$ cat config.mk
export PLATFORM = sky130hd
export DESIGN_NAME = interrupt_control_unit
export DESIGN_NICKNAME = d
export VERILOG_FILES = /design/src/pkg/icu_pkg.sv /design/src/design/request_capture.sv /design/src/design/priority_resolver.sv /design/src/design/interrupt_control_unit.sv
export SDC_FILE = /design/constraint.sdc
export NUM_CORES = 1
export LEC_CHECK = 0
export BUFFER_PORTS_ARGS = -buffer_cell sky130_fd_sc_hd__buf_2
export CELL_PAD_IN_SITES_DETAIL_PLACEMENT = 1
export CELL_PAD_IN_SITES_GLOBAL_PLACEMENT = 2
export CORE_ASPECT_RATIO = 1.5
export CORE_UTILIZATION = 36
export CTS_BUF_LIST = sky130_fd_sc_hd__clkbuf_16
export DETAILED_ROUTE_END_ITERATION = 7
export PLACE_DENSITY = 0.84
export SETUP_SLACK_MARGIN = 0.02
export SLEW_MARGIN = 0
export SYNTH_ARGS = -nofsm -noshare
export SYNTH_HDL_FRONTEND = slang
export SYNTH_SLANG_ARGS = --single-unit
$ cat constraint.sdc
create_clock -name ref_clk -period 33.4 [get_ports ref_clk]
set_input_delay 5.01 -clock ref_clk [delete_from_list [all_inputs] [get_ports ref_clk]]
set_output_delay 5.01 -clock ref_clk [all_outputs]
set_load 0.01 [all_outputs]
$ cat src/pkg/icu_pkg.sv
// Shared constants, register map and types of the interrupt control unit
package icu_pkg;

    // Source groups and level fields
    localparam int NUM_SRC = 23;
    localparam int LVL_W = 3;
    localparam int IDX_W = 5;
    localparam int VEC_W = 16;
    localparam logic [LVL_W-1:0] LEVEL_DISABLED = 3'h7;
    localparam logic [LVL_W-1:0] LEVEL_RESET = 3'h7;
    localparam logic [LVL_W-1:0] MASK_RESET = 3'h7;
    localparam logic [IDX_W-1:0] IDX_RESET = 5'h00;
    localparam logic [VEC_W-1:0] VEC_RESET = 16'h0000;

    // Wishbone register byte addresses
    localparam int ADR_W = 8;
    localparam logic [ADR_W-1:0] ADR_MASK = 8'h00;
    localparam logic [ADR_W-1:0] ADR_VECTOR = 8'h04;
    localparam logic [ADR_W-1:0] ADR_STATUS = 8'h08;
    localparam logic [ADR_W-1:0] ADR_CLEAR = 8'h0C;
    localparam logic [ADR_W-1:0] ADR_ENABLE = 8'h10;
    localparam logic [ADR_W-1:0] ADR_CTRL_BASE = 8'h40;
    localparam logic [ADR_W-1:0] ADR_CTRL_LAST = 8'h98;
    localparam int ADR_WORD_SHIFT = 2;

    // Per-source control word fields
    localparam int CTRL_LVL_LSB = 0;
    localparam int CTRL_PEND_BIT = 4;

    // Event status bits
    localparam int EV_W = 2;
    localparam int EV_ACCEPT = 0;
    localparam int EV_EDGE = 1;
    localparam logic [EV_W-1:0] EV_RESET = 2'h0;

    localparam logic [31:0] DATA_ZERO = 32'h0000_0000;

    // Edge-detected groups: timer output 5, both serial pairs, converter, debugger
    localparam logic [NUM_SRC-1:0] EDGE_SRC = 23'h13E040;

    // Vector table entry per source, in fixed hardware order
    localparam logic [VEC_W-1:0] VECTOR_TABLE [NUM_SRC] = '{
        16'h0094, 16'h0098, 16'h009C, 16'h00A0,
        16'h00A8, 16'h00AC, 16'h00B0, 16'h00B4,
        16'h00B8, 16'h00BC, 16'h00C0, 16'h00C4,
        16'h00C8, 16'h00CC, 16'h00D0, 16'h00D4,
        16'h00D8, 16'h00DC, 16'h00E8, 16'h00EC,
        16'h00F0, 16'h010C, 16'h0110
    };

    typedef enum logic [0:0] {
        ST_RESOLVE = 1'b0,
        ST_REQUEST = 1'b1
    } res_state_t;

    function automatic logic [VEC_W-1:0] vector_entry(input logic [IDX_W-1:0] idx);
        vector_entry = VECTOR_TABLE[idx];
    endfunction

    function automatic logic ctrl_hit(input logic [ADR_W-1:0] adr);
        ctrl_hit = (adr >= ADR_CTRL_BASE) && (adr <= ADR_CTRL_LAST);
    endfunction

    function automatic logic [IDX_W-1:0] ctrl_index(input logic [ADR_W-1:0] adr);
        logic [ADR_W-1:0] off;
        off = adr - ADR_CTRL_BASE;
        ctrl_index = IDX_W'(off >> ADR_WORD_SHIFT);
    endfunction

endpackage

$ cat src/design/request_capture.sv
// Request capture for one source group, edge or level detected
module request_capture import icu_pkg::*; #(
    parameter bit IS_EDGE = 1'b0
) (
    // Clock and reset
    input wire logic ref_clk,
    input wire logic rst,
    // Source and controls
    input wire logic req_n,
    input wire logic sw_write,
    input wire logic sw_value,
    input wire logic vec_clear,
    // State
    output logic pending,
    output logic edge_seen
);

    logic prev_q;
    logic pend_q;
    logic fall;

    assign fall = IS_EDGE & prev_q & ~req_n;
    assign edge_seen = fall;
    assign pending = pend_q;

    always_ff @(posedge ref_clk) begin
        if (rst) begin
            prev_q <= 1'b1;
        end else begin
            prev_q <= req_n;
        end
    end

    always_ff @(posedge ref_clk) begin
        if (rst) begin
            pend_q <= 1'b0;
        end else if (!IS_EDGE) begin
            pend_q <= ~req_n;
        end else if (vec_clear || (sw_write && !sw_value)) begin
            pend_q <= 1'b0;
        end else if (fall || (sw_write && sw_value)) begin
            pend_q <= 1'b1;
        end
    end

endmodule

$ cat src/design/priority_resolver.sv
// Combinational winner selection by level, then fixed order
module priority_resolver import icu_pkg::*; (
    // Candidates
    input wire logic [NUM_SRC-1:0] pending,
    input wire logic [LVL_W-1:0] level [NUM_SRC],
    // Winner
    output logic win_valid,
    output logic [IDX_W-1:0] win_idx,
    output logic [LVL_W-1:0] win_level
);

    always_comb begin
        win_valid = 1'b0;
        win_idx = IDX_RESET;
        win_level = LEVEL_DISABLED;
        // lowest level wins; scanning downward lets lower index win ties
        for (int i = NUM_SRC - 1; i >= 0; i--) begin
            if (pending[i] && level[i] != LEVEL_DISABLED && (!win_valid || level[i] <= win_level)) begin
                win_valid = 1'b1;
                win_idx = IDX_W'(i);
                win_level = level[i];
            end
        end
    end

endmodule

$ cat src/design/interrupt_control_unit.sv
// Interrupt control unit: capture, priority, mask compare and vector register

module interrupt_control_unit import icu_pkg::*; (
    // Clock and reset
    input wire logic ref_clk,
    input wire logic rst,
    // Wishbone classic slave
    input wire logic wb_cyc,
    input wire logic wb_stb,
    input wire logic wb_we,
    input wire logic [ADR_W-1:0] wb_adr,
    input wire logic [3:0] wb_sel,
    input wire logic [31:0] wb_dat_w,
    output logic [31:0] wb_dat_r,
    output logic wb_ack,
    // Peripheral request groups, active low
    input wire logic [NUM_SRC-1:0] src_req_n,
    // CPU side
    output logic cpu_interrupt_request,
    // Event interrupt
    output logic event_irq
);

    logic ack_q;
    logic [31:0] dat_q;
    logic bus_req;
    logic take;
    logic done;
    logic wr_done;
    logic mask_wr;
    logic vec_rd;
    logic ctrl_wr;
    logic [IDX_W-1:0] wr_idx;

    res_state_t state_q;
    logic [LVL_W-1:0] mask_q;
    logic [VEC_W-1:0] vec_q;
    logic [IDX_W-1:0] acc_idx_q;
    logic [LVL_W-1:0] acc_level_q;
    logic [LVL_W-1:0] level_q [NUM_SRC];
    logic [NUM_SRC-1:0] pending;
    logic [NUM_SRC-1:0] edge_seen;
    logic win_valid;
    logic [IDX_W-1:0] win_idx;
    logic [LVL_W-1:0] win_level;
    logic accept;
    logic vec_side;

    logic [EV_W-1:0] status_q;
    logic [EV_W-1:0] enable_q;
    logic [EV_W-1:0] ev_set;
    logic [EV_W-1:0] ev_clr;

    // Bus strobes; effects land on the edge where the master sees ack
    assign bus_req = wb_cyc & wb_stb;
    assign take = bus_req & ~ack_q;
    assign done = bus_req & ack_q;
    assign wr_done = done & wb_we & wb_sel[0];
    assign mask_wr = wr_done && (wb_adr == ADR_MASK);
    assign vec_rd = done && !wb_we && (wb_adr == ADR_VECTOR);
    assign ctrl_wr = wr_done && ctrl_hit(wb_adr);
    assign wr_idx = ctrl_index(wb_adr);
    assign vec_side = vec_rd && (state_q == ST_REQUEST);

    assign wb_ack = ack_q;
    assign wb_dat_r = dat_q;
    assign cpu_interrupt_request = (state_q == ST_REQUEST);
    assign event_irq = |(status_q & enable_q);

    always_ff @(posedge ref_clk) begin
        if (rst) begin
            ack_q <= 1'b0;
        end else begin
            ack_q <= take;
        end
    end

    // Read data sampled at take; resolution is frozen until ack, so it matches
    always_ff @(posedge ref_clk) begin
        if (rst) begin
            dat_q <= DATA_ZERO;
        end else if (take && !wb_we) begin
            if (ctrl_hit(wb_adr)) begin
                dat_q <= DATA_ZERO;
                dat_q[CTRL_LVL_LSB +: LVL_W] <= level_q[ctrl_index(wb_adr)];
                dat_q[CTRL_PEND_BIT] <= pending[ctrl_index(wb_adr)];
            end else begin
                unique case (wb_adr)
                    ADR_MASK: dat_q <= {29'h0000_0000, mask_q};
                    // low address bits of the accepted entry
                    ADR_VECTOR: dat_q <= {16'h0000, vec_q};
                    ADR_STATUS: dat_q <= {30'h0000_0000, status_q};
                    ADR_ENABLE: dat_q <= {30'h0000_0000, enable_q};
                    default: dat_q <= DATA_ZERO;
                endcase
            end
        end
    end

    // Level fields per source
    always_ff @(posedge ref_clk) begin
        if (rst) begin
            for (int i = 0; i < NUM_SRC; i++) begin
                level_q[i] <= LEVEL_RESET;
            end
        end else if (ctrl_wr) begin
            level_q[wr_idx] <= wb_dat_w[CTRL_LVL_LSB +: LVL_W];
        end
    end

    // one capture stage per group, kind fixed per group
    for (genvar g = 0; g < NUM_SRC; g++) begin : g_src
        request_capture #(
            .IS_EDGE(EDGE_SRC[g])
        ) u_cap (
            .ref_clk(ref_clk),
            .rst(rst),
            .req_n(src_req_n[g]),
            .sw_write(ctrl_wr && (wr_idx == IDX_W'(g))),
            .sw_value(wb_dat_w[CTRL_PEND_BIT]),
            .vec_clear(vec_side && (acc_idx_q == IDX_W'(g))),
            .pending(pending[g]),
            .edge_seen(edge_seen[g])
        );
    end

    priority_resolver u_res (
        .pending(pending),
        .level(level_q),
        .win_valid(win_valid),
        .win_idx(win_idx),
        .win_level(win_level)
    );

    // accept only when the winner is below the mask
    assign accept = (state_q == ST_RESOLVE) && !bus_req && win_valid && (win_level < mask_q);

    // resolution repeats every idle cycle until something is accepted
    always_ff @(posedge ref_clk) begin
        if (rst) begin
            state_q <= ST_RESOLVE;
        end else begin
            unique case (state_q)
                ST_RESOLVE: begin
                    if (accept) begin
                        state_q <= ST_REQUEST;
                    end
                end
                ST_REQUEST: begin
                    if (vec_rd || mask_wr) begin
                        state_q <= ST_RESOLVE;
                    end
                end
            endcase
        end
    end

    // vector latched from the table at acceptance
    always_ff @(posedge ref_clk) begin
        if (rst) begin
            vec_q <= VEC_RESET;
            acc_idx_q <= IDX_RESET;
            acc_level_q <= LEVEL_RESET;
        end else if (accept) begin
            vec_q <= vector_entry(win_idx);
            acc_idx_q <= win_idx;
            acc_level_q <= win_level;
        end
    end

    always_ff @(posedge ref_clk) begin
        if (rst) begin
            mask_q <= MASK_RESET;
        end else if (mask_wr) begin
            mask_q <= wb_dat_w[LVL_W-1:0];
        end else if (vec_side) begin
            // accepted level becomes the new mask
            mask_q <= acc_level_q;
        end
    end

    // Event status: sticky, set wins over a clear in the same cycle
    assign ev_set[EV_ACCEPT] = accept;
    assign ev_set[EV_EDGE] = |edge_seen;
    assign ev_clr = (wr_done && (wb_adr == ADR_CLEAR)) ? wb_dat_w[EV_W-1:0] : EV_RESET;

    always_ff @(posedge ref_clk) begin
        if (rst) begin
            status_q <= EV_RESET;
        end else begin
            status_q <= (status_q & ~ev_clr) | ev_set;
        end
    end

    always_ff @(posedge ref_clk) begin
        if (rst) begin
            enable_q <= EV_RESET;
        end else if (wr_done && (wb_adr == ADR_ENABLE)) begin
            enable_q <= wb_dat_w[EV_W-1:0];
        end
    end

    // Helper: a pending enabled candidate that should have beaten the winner
    logic better_exists;
    always_comb begin
        better_exists = 1'b0;
        for (int i = 0; i < NUM_SRC; i++) begin
            if (pending[i] && level_q[i] != LEVEL_DISABLED &&
                (level_q[i] < win_level || (level_q[i] == win_level && IDX_W'(i) < win_idx))) begin
                better_exists = 1'b1;
            end
        end
    end

    // Watched groups for the capture checks: timer output 5 is edge, timer input 4 is level
    localparam logic [IDX_W-1:0] WATCH_EDGE_IDX = 5'h06;
    localparam logic [IDX_W-1:0] WATCH_LEVEL_IDX = 5'h00;
    logic watch_clr;
    assign watch_clr = (vec_side && acc_idx_q == WATCH_EDGE_IDX)
        || (ctrl_wr && wr_idx == WATCH_EDGE_IDX && !wb_dat_w[CTRL_PEND_BIT]);

    property p_winner_best;
        @(posedge ref_clk) disable iff (rst)
        win_valid |-> !better_exists;
    endproperty
    a_winner_best: assert property (p_winner_best)
        else $error("winner is not the best pending candidate");

    property p_vector_table;
        @(posedge ref_clk) disable iff (rst)
        accept |=> cpu_interrupt_request && vec_q == vector_entry($past(win_idx));
    endproperty
    a_vector_table: assert property (p_vector_table)
        else $error("vector not loaded from table at acceptance");

    property p_mask_compare;
        @(posedge ref_clk) disable iff (rst)
        $rose(cpu_interrupt_request) |-> acc_level_q < $past(mask_q);
    endproperty
    a_mask_compare: assert property (p_mask_compare)
        else $error("request raised for level not below mask");

    property p_never_disabled;
        @(posedge ref_clk) disable iff (rst)
        cpu_interrupt_request |-> acc_level_q != LEVEL_DISABLED;
    endproperty
    a_never_disabled: assert property (p_never_disabled)
        else $error("disabled level accepted");

    property p_request_holds;
        @(posedge ref_clk) disable iff (rst)
        cpu_interrupt_request && !vec_rd && !mask_wr |=> cpu_interrupt_request;
    endproperty
    a_request_holds: assert property (p_request_holds)
        else $error("cpu request dropped without vector read or mask write");

    property p_vector_read;
        @(posedge ref_clk) disable iff (rst)
        vec_side |=> !cpu_interrupt_request && mask_q == $past(acc_level_q)
            && (!EDGE_SRC[$past(acc_idx_q)] || !pending[$past(acc_idx_q)]);
    endproperty
    a_vector_read: assert property (p_vector_read)
        else $error("vector read side effects missing");

    property p_mask_write;
        @(posedge ref_clk) disable iff (rst)
        mask_wr |=> !cpu_interrupt_request && mask_q == $past(wb_dat_w[LVL_W-1:0])
            ##1 cpu_interrupt_request == $past(accept);
    endproperty
    a_mask_write: assert property (p_mask_write)
        else $error("mask write did not drop and restart");

    property p_level_follow;
        @(posedge ref_clk) disable iff (rst)
        !src_req_n[0] ##1 !src_req_n[0] |-> pending[0];
    endproperty
    a_level_follow: assert property (p_level_follow)
        else $error("level source not pending while held low");

    property p_retry;
        @(posedge ref_clk) disable iff (rst)
        pending[WATCH_EDGE_IDX] && !watch_clr |=> pending[WATCH_EDGE_IDX];
    endproperty
    a_retry: assert property (p_retry)
        else $error("edge request lost before acceptance or clear");

    property p_ack_pulse;
        @(posedge ref_clk) disable iff (rst)
        wb_ack |=> !wb_ack;
    endproperty
    a_ack_pulse: assert property (p_ack_pulse)
        else $error("ack held longer than one cycle");

    property p_edge_capture;
        @(posedge ref_clk) disable iff (rst)
        !src_req_n[WATCH_EDGE_IDX] && $past(src_req_n[WATCH_EDGE_IDX]) && !watch_clr |=> pending[WATCH_EDGE_IDX];
    endproperty
    a_edge_capture: assert property (p_edge_capture)
        else $error("falling edge not captured");

    property p_level_only;
        @(posedge ref_clk) disable iff (rst)
        src_req_n[WATCH_LEVEL_IDX] |=> !pending[WATCH_LEVEL_IDX];
    endproperty
    a_level_only: assert property (p_level_only)
        else $error("level source pending while input high");

    property p_vector_idle;
        @(posedge ref_clk) disable iff (rst)
        vec_rd && !cpu_interrupt_request |=> $stable(mask_q) && !cpu_interrupt_request;
    endproperty
    a_vector_idle: assert property (p_vector_idle)
        else $error("idle vector read had side effects");

    property p_read_vector;
        @(posedge ref_clk) disable iff (rst)
        take && !wb_we && wb_adr == ADR_VECTOR |=> wb_dat_r[VEC_W-1:0] == $past(vec_q);
    endproperty
    a_read_vector: assert property (p_read_vector)
        else $error("vector read data differs from latched vector");

    property p_freeze;
        @(posedge ref_clk) disable iff (rst)
        bus_req && !cpu_interrupt_request |=> !cpu_interrupt_request;
    endproperty
    a_freeze: assert property (p_freeze)
        else $error("request accepted during a bus access");

endmodule

== Yosys cells after proc, flatten, opt, wreduce, memory -nomap -nowiden ==
Memories as Yosys holds them, arrays and structs flattened. A register that Yosys moved wholly into a read port is not among the register bits.
Index checks and enable logic that the tools add are counted.

* Flip-flop bits (word level): 148
* Memory bits (read-only): 512
* Input bits: 72
* Output and inout port bits: 35
* Memories: 1

{| class="wikitable"
|+ Memories
! memory !! words !! bits a word !! rd ports !! clocked after Yosys merged registers in !! wr ports !! line !! text
|-
| (name not given) || 32 || 16 || 1 || 1 || 0 || icu_pkg.sv:57 || <nowiki>vector_entry = VECTOR_TABLE[idx];</nowiki>
|}

* Add/subtract/negate cells: 1
* Magnitude comparators: 28
* Equality and inequality tests: 41
* Multiplexer cells: 85
* Bitwise gates (word level): 43
* Reduce and logical (&&, ||, !) cells: 159

{| class="wikitable"
|+ Operators by type and width
! cell !! number
|-
| two-way mux 5 bit || 23
|-
| logical AND 1 bit || 86
|-
| two-way mux 3 bit || 28
|-
| bitwise mux 69 bit || 1
|-
| != test 3 bit, second input constant || 23
|-
| <= comparator 3 bit || 22
|-
| one-hot mux 16 bit (4 select lines) || 1
|-
| logical OR 1 bit || 37
|-
| == test 5 x 4 -> 1 bit, second input constant || 6
|-
| == test 5 bit, second input constant || 6
|-
| two-way mux 1 bit || 26
|-
| zero test 1 bit || 25
|-
| NOT 1 bit || 25
|-
| == test 8 x 4 -> 1 bit, second input constant || 2
|-
| two-way mux 16 bit || 1
|-
| OR reduction 2 bit || 8
|-
| binary-select mux 3 bit (select 5 bit) || 1
|-
| demux 3 bit (select 5 bit) || 1
|-
| bitwise AND 1 bit || 12
|-
| NOT 5 -> 6 bit || 2
|-
| == test 5 x 3 -> 1 bit, second input constant || 2
|-
| == test 8 x 3 -> 1 bit, second input constant || 1
|-
| == test 8 x 5 -> 1 bit, second input constant || 1
|-
| >= comparator 8 x 7 -> 1 bit, second input constant || 1
|-
| 15 further kinds || 16
|}

== Depth between registers and ports, before layout ==
Gate-level depths: netlist of the first run.

* Depth in word-level cells: 95
* Depth in mapped cells: 188
* Depth with buffers taken out: 182

== Cells and area by module ==
From an unflattened synthesis of the first run, not the netlist that was laid out.

* Cell total of the unflattened synthesis: 1314
* Area total of the unflattened synthesis: 10396.2 um^2

{| class="wikitable"
|+ Modules (own cells, without submodules)
! module !! times used !! cells each !! area each (um^2)
|-
| interrupt_control_unit || 1 || 628 || 5441.5
|-
| priority_resolver || 1 || 573 || 3833.7
|-
| request_capture (g_src[0].u_cap ...) || 16 || 4 || 35.0
|-
| request_capture (g_src[13].u_cap ...) || 7 || 7 || 80.1
|}

== Worst setup path before layout of the first run ==
No wires, ideal clock.

* Path type: reg-to-reg
* From: reg level_q[1] (netlist bit)
* To: reg vec_q[2]
* Arrival time: 30636 ps
* Setup slack: 2641 ps
* Stages on the path, launching flop included: 171
* Buffers on the path: 6
* Period minus slack after synthesis: 30759 ps
* Cell sequence: dfxtp_1 > nand2b_1 > inv_1 > ha_1 > a211oi_1 > nor3_1 > nand2b_1 > a22oi_1 > ha_1 > nor2b_1 > o311ai_0 > o211a_1 > a221oi_1 > or2_2 > ha_1 > nand3_1 > o21ai_0 > nor3_1 > [135 not listed] > nor2_1 > a31oi_1 > inv_1 > o31a_1 > o21bai_1 > ha_1 > nor2b_1 > o21ai_0 > nand2b_1 > a31oi_4 > mux2i_1 > a21oi_1 > ha_1 > a211oi_1 > o2111ai_1 > buf_2 > o211ai_1 > o21ai_1

* Word-level cells in the longest chain between the ends: 93
* Elaborated cells on any way between the ends: 163
* Those cells by class: order compare (23); eq/ne (1); mux (69); bitwise (1); reduce/logical (69)

{| class="wikitable"
|+ RTL lines
! item !! line !! text
|-
| start: declaration || interrupt_control_unit.sv:40 || <nowiki>logic [LVL_W-1:0] level_q [NUM_SRC];</nowiki>
|-
| start signal: indexed assignment || interrupt_control_unit.sv:107 || <nowiki>level_q[wr_idx] <= wb_dat_w[CTRL_LVL_LSB +: LVL_W];</nowiki>
|-
| != test 3 bit || -- ||
|-
| logical AND 1 bit || priority_resolver.sv:18 || <nowiki>if (pending[i] && level[i] != LEVEL_DISABLED && (!win_valid || level[i] <= win_level)) begin</nowiki>
|-
| two-way mux 3 bit or two-way mux 1 bit (tied branches) || priority_resolver.sv:18 ||
|-
| <= comparator 3 bit or zero test 1 bit (tied branches) || priority_resolver.sv:18 ||
|-
| logical OR 1 bit || priority_resolver.sv:18 ||
|-
| logical AND 1 bit || priority_resolver.sv:18 ||
|-
| two-way mux 3 bit or two-way mux 1 bit (tied branches) || priority_resolver.sv:18 ||
|-
| <= comparator 3 bit or zero test 1 bit (tied branches) || priority_resolver.sv:18 ||
|-
| [78 not listed] || -- ||
|-
| two-way mux 3 bit or two-way mux 1 bit (tied branches) || priority_resolver.sv:18 ||
|-
| <= comparator 3 bit or zero test 1 bit (tied branches) || priority_resolver.sv:18 ||
|-
| logical OR 1 bit || priority_resolver.sv:18 ||
|-
| logical AND 1 bit || priority_resolver.sv:18 ||
|-
| two-way mux 3 bit (*) || priority_resolver.sv:18 ||
|-
| net u_res.win_level[2] || priority_resolver.sv:9 || <nowiki>output logic [LVL_W-1:0] win_level</nowiki>
|-
| less-than comparator 3 bit (*) || interrupt_control_unit.sv:136 || <nowiki>assign accept = (state_q == ST_RESOLVE) && !bus_req && win_valid && (win_level < mask_q);</nowiki>
|-
| logical AND 1 bit (*) || interrupt_control_unit.sv:136 ||
|-
| end: declaration || interrupt_control_unit.sv:37 || <nowiki>logic [VEC_W-1:0] vec_q;</nowiki>
|}

The timed path passes the listed nets; every way through them passes the cells marked *.
A chain may end at the register's enable or synchronous reset.

== Final worst setup path of the first run ==
* From: reg level_q[0] (netlist bit)
* To: reg acc_idx_q[3]

* Word-level cells in the longest chain between the ends: 93
* Elaborated cells on any way between the ends: 161
* Those cells by class: order compare (23); eq/ne (1); mux (68); reduce/logical (69)

{| class="wikitable"
|+ RTL lines
! item !! line !! text
|-
| != test 3 bit || -- ||
|-
| logical AND 1 bit || priority_resolver.sv:18 ||
|-
| two-way mux 3 bit or two-way mux 1 bit (tied branches) || priority_resolver.sv:18 ||
|-
| <= comparator 3 bit or zero test 1 bit (tied branches) || priority_resolver.sv:18 ||
|-
| logical OR 1 bit || priority_resolver.sv:18 ||
|-
| logical AND 1 bit || priority_resolver.sv:18 ||
|-
| two-way mux 3 bit or two-way mux 1 bit (tied branches) || priority_resolver.sv:18 ||
|-
| <= comparator 3 bit or zero test 1 bit (tied branches) || priority_resolver.sv:18 ||
|-
| [78 not listed] || -- ||
|-
| two-way mux 3 bit or two-way mux 1 bit (tied branches) || priority_resolver.sv:18 ||
|-
| <= comparator 3 bit or zero test 1 bit (tied branches) || priority_resolver.sv:18 ||
|-
| logical OR 1 bit || priority_resolver.sv:18 ||
|-
| logical AND 1 bit || priority_resolver.sv:18 ||
|-
| two-way mux 3 bit (*) || priority_resolver.sv:18 ||
|-
| net u_res.win_level[2] || priority_resolver.sv:9 ||
|-
| less-than comparator 3 bit (*) || interrupt_control_unit.sv:136 ||
|-
| logical AND 1 bit (*) || interrupt_control_unit.sv:136 ||
|-
| end signal: assignment || interrupt_control_unit.sv:166 || <nowiki>acc_idx_q <= win_idx;</nowiki>
|-
| end: declaration || interrupt_control_unit.sv:38 || <nowiki>logic [IDX_W-1:0] acc_idx_q;</nowiki>
|}

Marks and branches as above.

==> run_results.csv, run 1 <==
group,metric,value,unit
outcome,outcome,"finished, violations left",
yosys,synth_mux_area_share,10.48,%
worst_setup_path,cp-end-kind,"flip-flop",
worst_setup_path,cp_common_cell,"ha_1",
final_layout,diodes,0,
die,row_count,74,
worst_setup_path,reg2reg_to,"acc_idx_q[3]",
final_layout,nets,1564,
die,die_w,138.3,µm
yosys,async_flop_share,0,%
drt,ant_nets,0,
final_layout,drive_gt1_share,26.22,%
timing,finClkSkew,0.006525,ns
clock_network,cts_tree,"done",
final_layout,layout_common_cells,"nand2_1, buf_4, dfxtp_1, nor2_1, inv_1",
outcome,violations,"design-rule violations",
global_route,grt.overflow.total,0,
yosys,synthSimpleGateAreaFrac,22.61,%
clock_network,cts_sinks,132,
placed_design,place_ws,-0.1638,ns
hold_path,worstHoldPathCells,2,
yosys,avgSynthCellArea,8.004,µm²
yosys,synth_seq_cells,132,
timing,worst_pin_slew,1.063,ns
final_layout,final_cells,1772,
worst_setup_path,path_max_fanout,8,
die,die_h,206.5,µm
die,start_util,36.75,%
timing,max_freq,31.45,MHz
drt,drt-wirelength-per-cell,22.06,µm
worst_setup_path,r2r_slack,1.61,ns
worst_setup_path,slowest_delay,0.40,ns
yosys,synthAdderAreaFrac,9.225,%
worst_setup_path,crit_buf_inv,12,
drt,drt-pass1-iter-count,7,
placed_design,io_buffer_count,52,
timing,setup_ws,1.605,ns
timing,relSlewSlack,29.15,%
clock_network,htreeDepth,4,
flow_run,cap_violations,0,
yosys,ys.flop_type,"dfxtp_1",
final_layout,areaGrowthSynthToFinish,24.77,%
worst_setup_path,critical_path.top_delay_family,"compound AO/OA/AOI/OAI gates",
yosys,yosysWarnings,0,
yosys,synth_compound_area_share,24.64,%
final_layout,multi_input_area,0.007212,mm²
timing,period_share,95.19,%
drt,wirelength,39080,µm
final_layout,fill_cells,3234,
global_route,grt_pass1_vias,10760,
worst_setup_path,ff2ff_path_depth,175,
global_route,grt_pass1_wl,59690,µm
global_route,antenna_found_initial,0,
die,dieArea,0.02857,mm²
hold_path,hold_path_class,"flip-flop to flip-flop",
timing,setup_viol,0,
yosys,synth_xor_area_share,0,%
pwr,leakage,0.005496,µW
final_layout,finish.utilization,45.85,%
worst_setup_path,startpoint_type,"flip-flop",
timing,maxSlewViolCount,0,
drt,drtIter0Drc,606,
drt,avgViaCountPerCell,5.940,
yosys,synth_cell_type_count,88,
clock_network,clockBufferDepth,2,
hold_path,worstHoldStart,"wb_dat_r[3]",
worst_setup_path,worstSetupPathType,"flip-flop to flip-flop",
yosys,synth.yosys.seq_area_share,26.33,%
worst_setup_path,r2r-start,"level_q[0]",
placed_design,hpwlAfterDp,28770,µm
timing,hold_viol,0,
worst_setup_path,slowest_stage,"dfxtp_1",
worst_setup_path,critPathRequiredTime,33.78,ns
final_layout,final_common_cell,"nand2_1",
placed_design,gp_congestion,0.9056,
die,core-area,0.02731,mm²
drt,routed-via-count,10530,
placed_design,placed_cells,1719,
global_route,grt_max_degree,80,
hold_path,hold-path-endpoint,"wb_dat_r[3]",
timing,hold_ws,0.4584,ns
yosys,synth-edff-count,0,
drt,drcViolationCount,12,
yosys,synth_top_family_by_area,"compound AO/OA/AOI/OAI gates",
pwr,ir_worst_vdd,0.00004072,V
clock_network,cts_root_buf,"clkbuf_16",
final_layout,regArea,0.002650,mm²
timing,finalCriticalPeriod,31.79,ns
pwr,power.density,30.79,mW/mm²
clock_network,path_clk_slew,0.06,ns
clock_network,clock_latency,0.45,ns
yosys,synth_area,0.01004,mm²
yosys,syn_inst,1254,
clock_network,cts_buffers,17,
worst_setup_path,cp.arrival,32.17,ns
die,ios,107,
global_route,grt_usage,27.17,%
## per-stage QoR
| step | power [µW] | setup TNS (ns) | area, µm² |
|---|---|---|---|
| 4_1_cts | 387.7 | 0 | 11960 |
| 6_report | 385.6 | 0 | 12520 |
| 3_5_place_dp | 191.4 | -0.8886 | 11350 |
| 2_1_floorplan | 182.4 | 0 | 10120 |
| 5_1_grt | 395.5 | -6.117 | 12520 |
| 3_3_place_gp | 191.1 | 0 | 11350 |
## cell type report
| class | count | share of cell area [%] |
|---|---|---|
| sequential | 132 | 21.16 |
| clock inverter | 14 | 1.349 |
| tap | 342 | 3.417 |
| timing repair buffer | 193 | 10.72 |
| multi-input combinational | 995 | 57.59 |
| inverter | 79 | 2.368 |
| clock buffer | 17 | 3.397 |
## cells by family (layout without fill, tap and decap cells)
logic type / Yosys count / after routing
buffers and inverters: 150 / 303
flip-flops: 132 / 132
AND/OR/NAND/NOR: 473 / 473
AO/OA/AOI/OAI: 349 / 350
adder cells (fa/ha/maj): 74 / 74
other: 1 / 23
multiplexers: 75 / 75
## routing by layer
| layer | track usage [%] | up-vias | wire length (µm) |
|---|---|---|---|
| met3 | 3.753 | 112 | 1544 |
| met4 | 15.65 | 0 | 2104 |
| li1 | - | 4918 | - |
| met1 | 29.76 | 5195 | 15340 |
| met5 | 0 | - | 0 |
| met2 | 50.33 | 301 | 20090 |
## cells in the mapped netlist (22+ instances only)
| cell | count | share of area (%) |
|---|---|---|
| buf_4 | 23 | 1.7 |
| a21oi_1 | 57 | 2.8 |
| ha_1 | 74 | 9.2 |
| o211ai_1 | 45 | 3.4 |
| nor2b_1 | 30 | 1.9 |
| mux2i_1 | 41 | 4.1 |
| nor2_1 | 100 | 3.7 |
| nand2_1 | 159 | 5.9 |
| mux4_2 | 23 | 5.2 |
| nor3_1 | 22 | 1.1 |
| o21ai_0 | 72 | 3.6 |
| inv_1 | 76 | 2.8 |
| dfxtp_1 | 132 | 26 |
| nand3_1 | 67 | 3.3 |
| clkbuf_1 | 38 | 1.4 |
## how the worst max path moves through the flow
stage | startpoint | cells after the start | to
final | level_q[0] | 175 | acc_idx_q[3]
after global routing | level_q[3] | 178 | acc_idx_q[3]
after CTS | g_src[22].u_cap.pending | 172 | acc_idx_q[3]
after detailed placement | g_src[22].u_cap.pending | 172 | acc_idx_q[3]
after global placement | g_src[22].u_cap.pending | 168 | acc_idx_q[3]
after floorplan | level_q[1] | 170 | vec_q[2]
## worst min-delay path, stage by stage, from the launching register on
cell     delay, ns
dfxtp_1       0.31
nand2_1       0.05
a21oi_1       0.05
## sequential cells by signal (all words and copies together), names as in the netlist
signal / cells
acc_level_q: 3
status_q: 2
cpu_interrupt_request: 1
acc_idx_q: 5
level_q: 69
enable_q: 2
wb_ack: 1
mask_q: 3
vec_q: 7
g_src.u_cap.pending: 23
wb_dat_r: 9
g_src.u_cap.prev_q: 7
## repair_timing
item	4_1_cts	5_1_grt
hold endpoints to repair	0	0
buffers inserted	0	21
cloned	0	1
pin swaps	0	43
hold buffers	0	0
setup endpoints to repair	17	17
resized for setup	5	97
## report_power, final
group          internal, µW  total, µW  switching, µW
sequential              160        163           2.94
combinational          8.34       26.0           17.6
clock                   122        197           74.4
No activity file was read; power rests on OpenSTA's default activity.
==> run 2: changes to the inputs <==
==> constraint.sdc (replaced) <==
create_clock -name ref_clk -period 33.4 [get_ports ref_clk]
set_input_delay 1.67 -clock ref_clk [delete_from_list [all_inputs] [get_ports ref_clk]]
set_output_delay 1.67 -clock ref_clk [all_outputs]
set_load 0.01 [all_outputs]
==> run 2 against run 1 <==
The flow still finishes with violations (design-rule violations). Register-to-register slack worse by 0.04 ns. Global-route usage is 0.20 points higher. Total power shrank 4.6%. Hold slack improved by 0.0013 ns. Non-clock buffer count increased by 10. Clock power down 9%. Clock skew is 0.0031 ns higher. Cell count increased by 0.40%. Clock-buffer cell count stayed put. Highest routed layer unchanged. Maximum frequency down 0.12%.
==> run_results.csv, run 2 (synthesis results as in run 1) <==
group,metric,value,unit
placed_design,hpwlAfterDp,28890,µm
final_layout,nets,1574,
worst_setup_path,critPathRequiredTime,33.78,ns
worst_setup_path,cp_common_cell,"ha_1",
clock_network,hold_buffers,0,
final_layout,regMostFlops,"level_q",
global_route,antenna_found_initial,0,
pwr,power.density,29.34,mW/mm²
drt,routed-via-count,10590,
timing,finClkSkew,0.009657,ns
timing,relSlewSlack,28.75,%
final_layout,final_cells,1779,
worst_setup_path,critical_path.top_delay_family,"compound AO/OA/AOI/OAI gates",
drt,wirelength,39260,µm
final_layout,finalInstanceArea,0.01254,mm²
die,die_w,138.3,µm
timing,maxSlewViolCount,0,
timing,worst_pin_slew,1.069,ns
die,start_util,36.75,%
worst_setup_path,path_max_fanout,8,
clock_network,cts_buffers,17,
global_route,grt_pass1_wl,60290,µm
timing,finalCriticalPeriod,31.83,ns
clock_network,cts_sinks,132,
global_route,grt_max_degree,80,
final_layout,largest_register_ffs,69,
die,dieArea,0.02857,mm²
clock_network,path_clk_slew,0.06,ns
clock_network,clockBufferDepth,2,
placed_design,io_buffer_count,52,
timing,period_share,95.31,%
drt,drt-pass1-iter-count,7,
final_layout,regArea,0.002650,mm²
clock_network,htreeDepth,4,
placed_design,placed_cells,1719,
worst_setup_path,cp-end-kind,"flip-flop",
global_route,grt_usage,27.37,%
final_layout,diodes,0,
clock_network,clock_latency,0.45,ns
pwr,ir_worst_vdd,0.00004098,V
placed_design,gp_congestion,0.9053,
drt,drt-wirelength-per-cell,22.07,µm
final_layout,final_common_cell,"nand2_1",
die,core-area,0.02731,mm²
worst_setup_path,slowest_delay,0.40,ns
timing,max_freq,31.41,MHz
worst_setup_path,startpoint_type,"flip-flop",
clock_network,cts_root_buf,"clkbuf_16",
worst_setup_path,cp.arrival,32.21,ns
worst_setup_path,worstSetupPathType,"flip-flop to flip-flop",
worst_setup_path,slowest_stage,"nor3_2",
pwr,leakage,0.005535,µW
timing,hold_viol,0,
final_layout,fill_cells,3291,
outcome,violations,"design-rule violations",
final_layout,drive_gt1_share,26.65,%
die,ios,107,
clock_network,cts_tree,"done",
drt,drcViolationCount,10,
global_route,grt.overflow.total,0,
placed_design,place_ws,0.01364,ns
placed_design,place_area,0.01135,mm²
final_layout,areaGrowthSynthToFinish,24.93,%
final_layout,multi_input_area,0.007204,mm²
flow_run,cap_violations,0,
hold_path,hold_path_class,"flip-flop to flip-flop",
die,row_count,74,
drt,avgViaCountPerCell,5.952,
outcome,outcome,"finished, violations left",
timing,setup_ws,1.567,ns
drt,ant_nets,0,
worst_setup_path,crit_buf_inv,17,
global_route,grt_pass1_vias,10930,
final_layout,layout_common_cells,"nand2_1, buf_4, dfxtp_1, nor2_1, inv_1",
timing,setup_viol,0,
drt,drtIter0Drc,550,
die,die_h,206.5,µm
run 2: power by group:
| part | leakage, µW | total (µW) | internal, µW | switching [µW] |
|---|---|---|---|---|
| Sequential | 0.00107 | 163 | 160 | 2.96 |
| Clock | 0.000263 | 179 | 106 | 73.4 |
| Combinational | 0.00420 | 25.8 | 8.36 | 17.4 |
| Total | 0.00553 | 368 | 274 | 93.8 |
run 2: final cells by class:
| class | count | area share [%] |
|---|---|---|
| multi-input cells | 995 | 57.45 |
| flip-flops and latches | 132 | 21.13 |
| repair buffers | 203 | 11.46 |
| well taps | 342 | 3.412 |
| clock buffers | 17 | 3.393 |
| inverters | 79 | 2.365 |
| clock inverters | 11 | 0.7783 |
run 2: final timing paths:
kind	from	end	slack (ns)	cells past startpoint
setup / recovery	g_src[22].u_cap.pending	acc_idx_q[3]	1.57	177
setup reg to reg	g_src[22].u_cap.pending	acc_idx_q[3]	1.57	177
hold reg to reg	wb_dat_r[6]	wb_dat_r[6]	0.46	2
hold / removal	wb_dat_r[6]	wb_dat_r[6]	0.46	2
run 2: through the flow:
| step | setup TNS (ns) | util (%) | power, µW | hold slack (ns) |
|---|---|---|---|---|
| after floorplan | 0 | - | 182.4 | 0.4286 |
| after global placement | 0 | 41.55 | 191.1 | 0.4403 |
| after detailed placement | 0 | 41.55 | 191.4 | 0.4440 |
| after CTS | 0 | 43.50 | 368.5 | 0.4584 |
| after global routing | -3.501 | 45.91 | 377.6 | 0.4733 |
| final | 0 | 45.91 | 367.9 | 0.4596 |
run 2: repair_timing:
| action | in CTS | in global routing |
|---|---|---|
| setup buffers | 0 | 31 |
| resized for setup | 3 | 102 |
| pin swaps | 0 | 47 |
| endpoints found under the setup margin | 17 | 17 |
| cloned | 0 | 1 |
run 2: worst register-to-register path, delay by kind of cell (launching register included):
family,cells,cell delay (ns)
DFF,1,0.39
adders and majority gates,23,6.35
AOI/OAI and AO/OA,85,13.58
muxes,7,2.14
buffers and inverters,17,2.36
and+or+nand+nor,45,6.88
run 2: metal layers:
| layer | track usage (%) | vias to the layer above | share of wire, % | wire, µm |
|---|---|---|---|---|
| li1 | - | 4931 | - | - |
| met1 | 29.73 | 5237 | 39 | 15480 |
| met2 | 50.47 | 315 | 52 | 20260 |
| met3 | 4.472 | 105 | 4.0 | 1590 |
| met4 | 15.73 | 0 | 4.9 | 1935 |
| met5 | 0 | - | 0 | 0 |
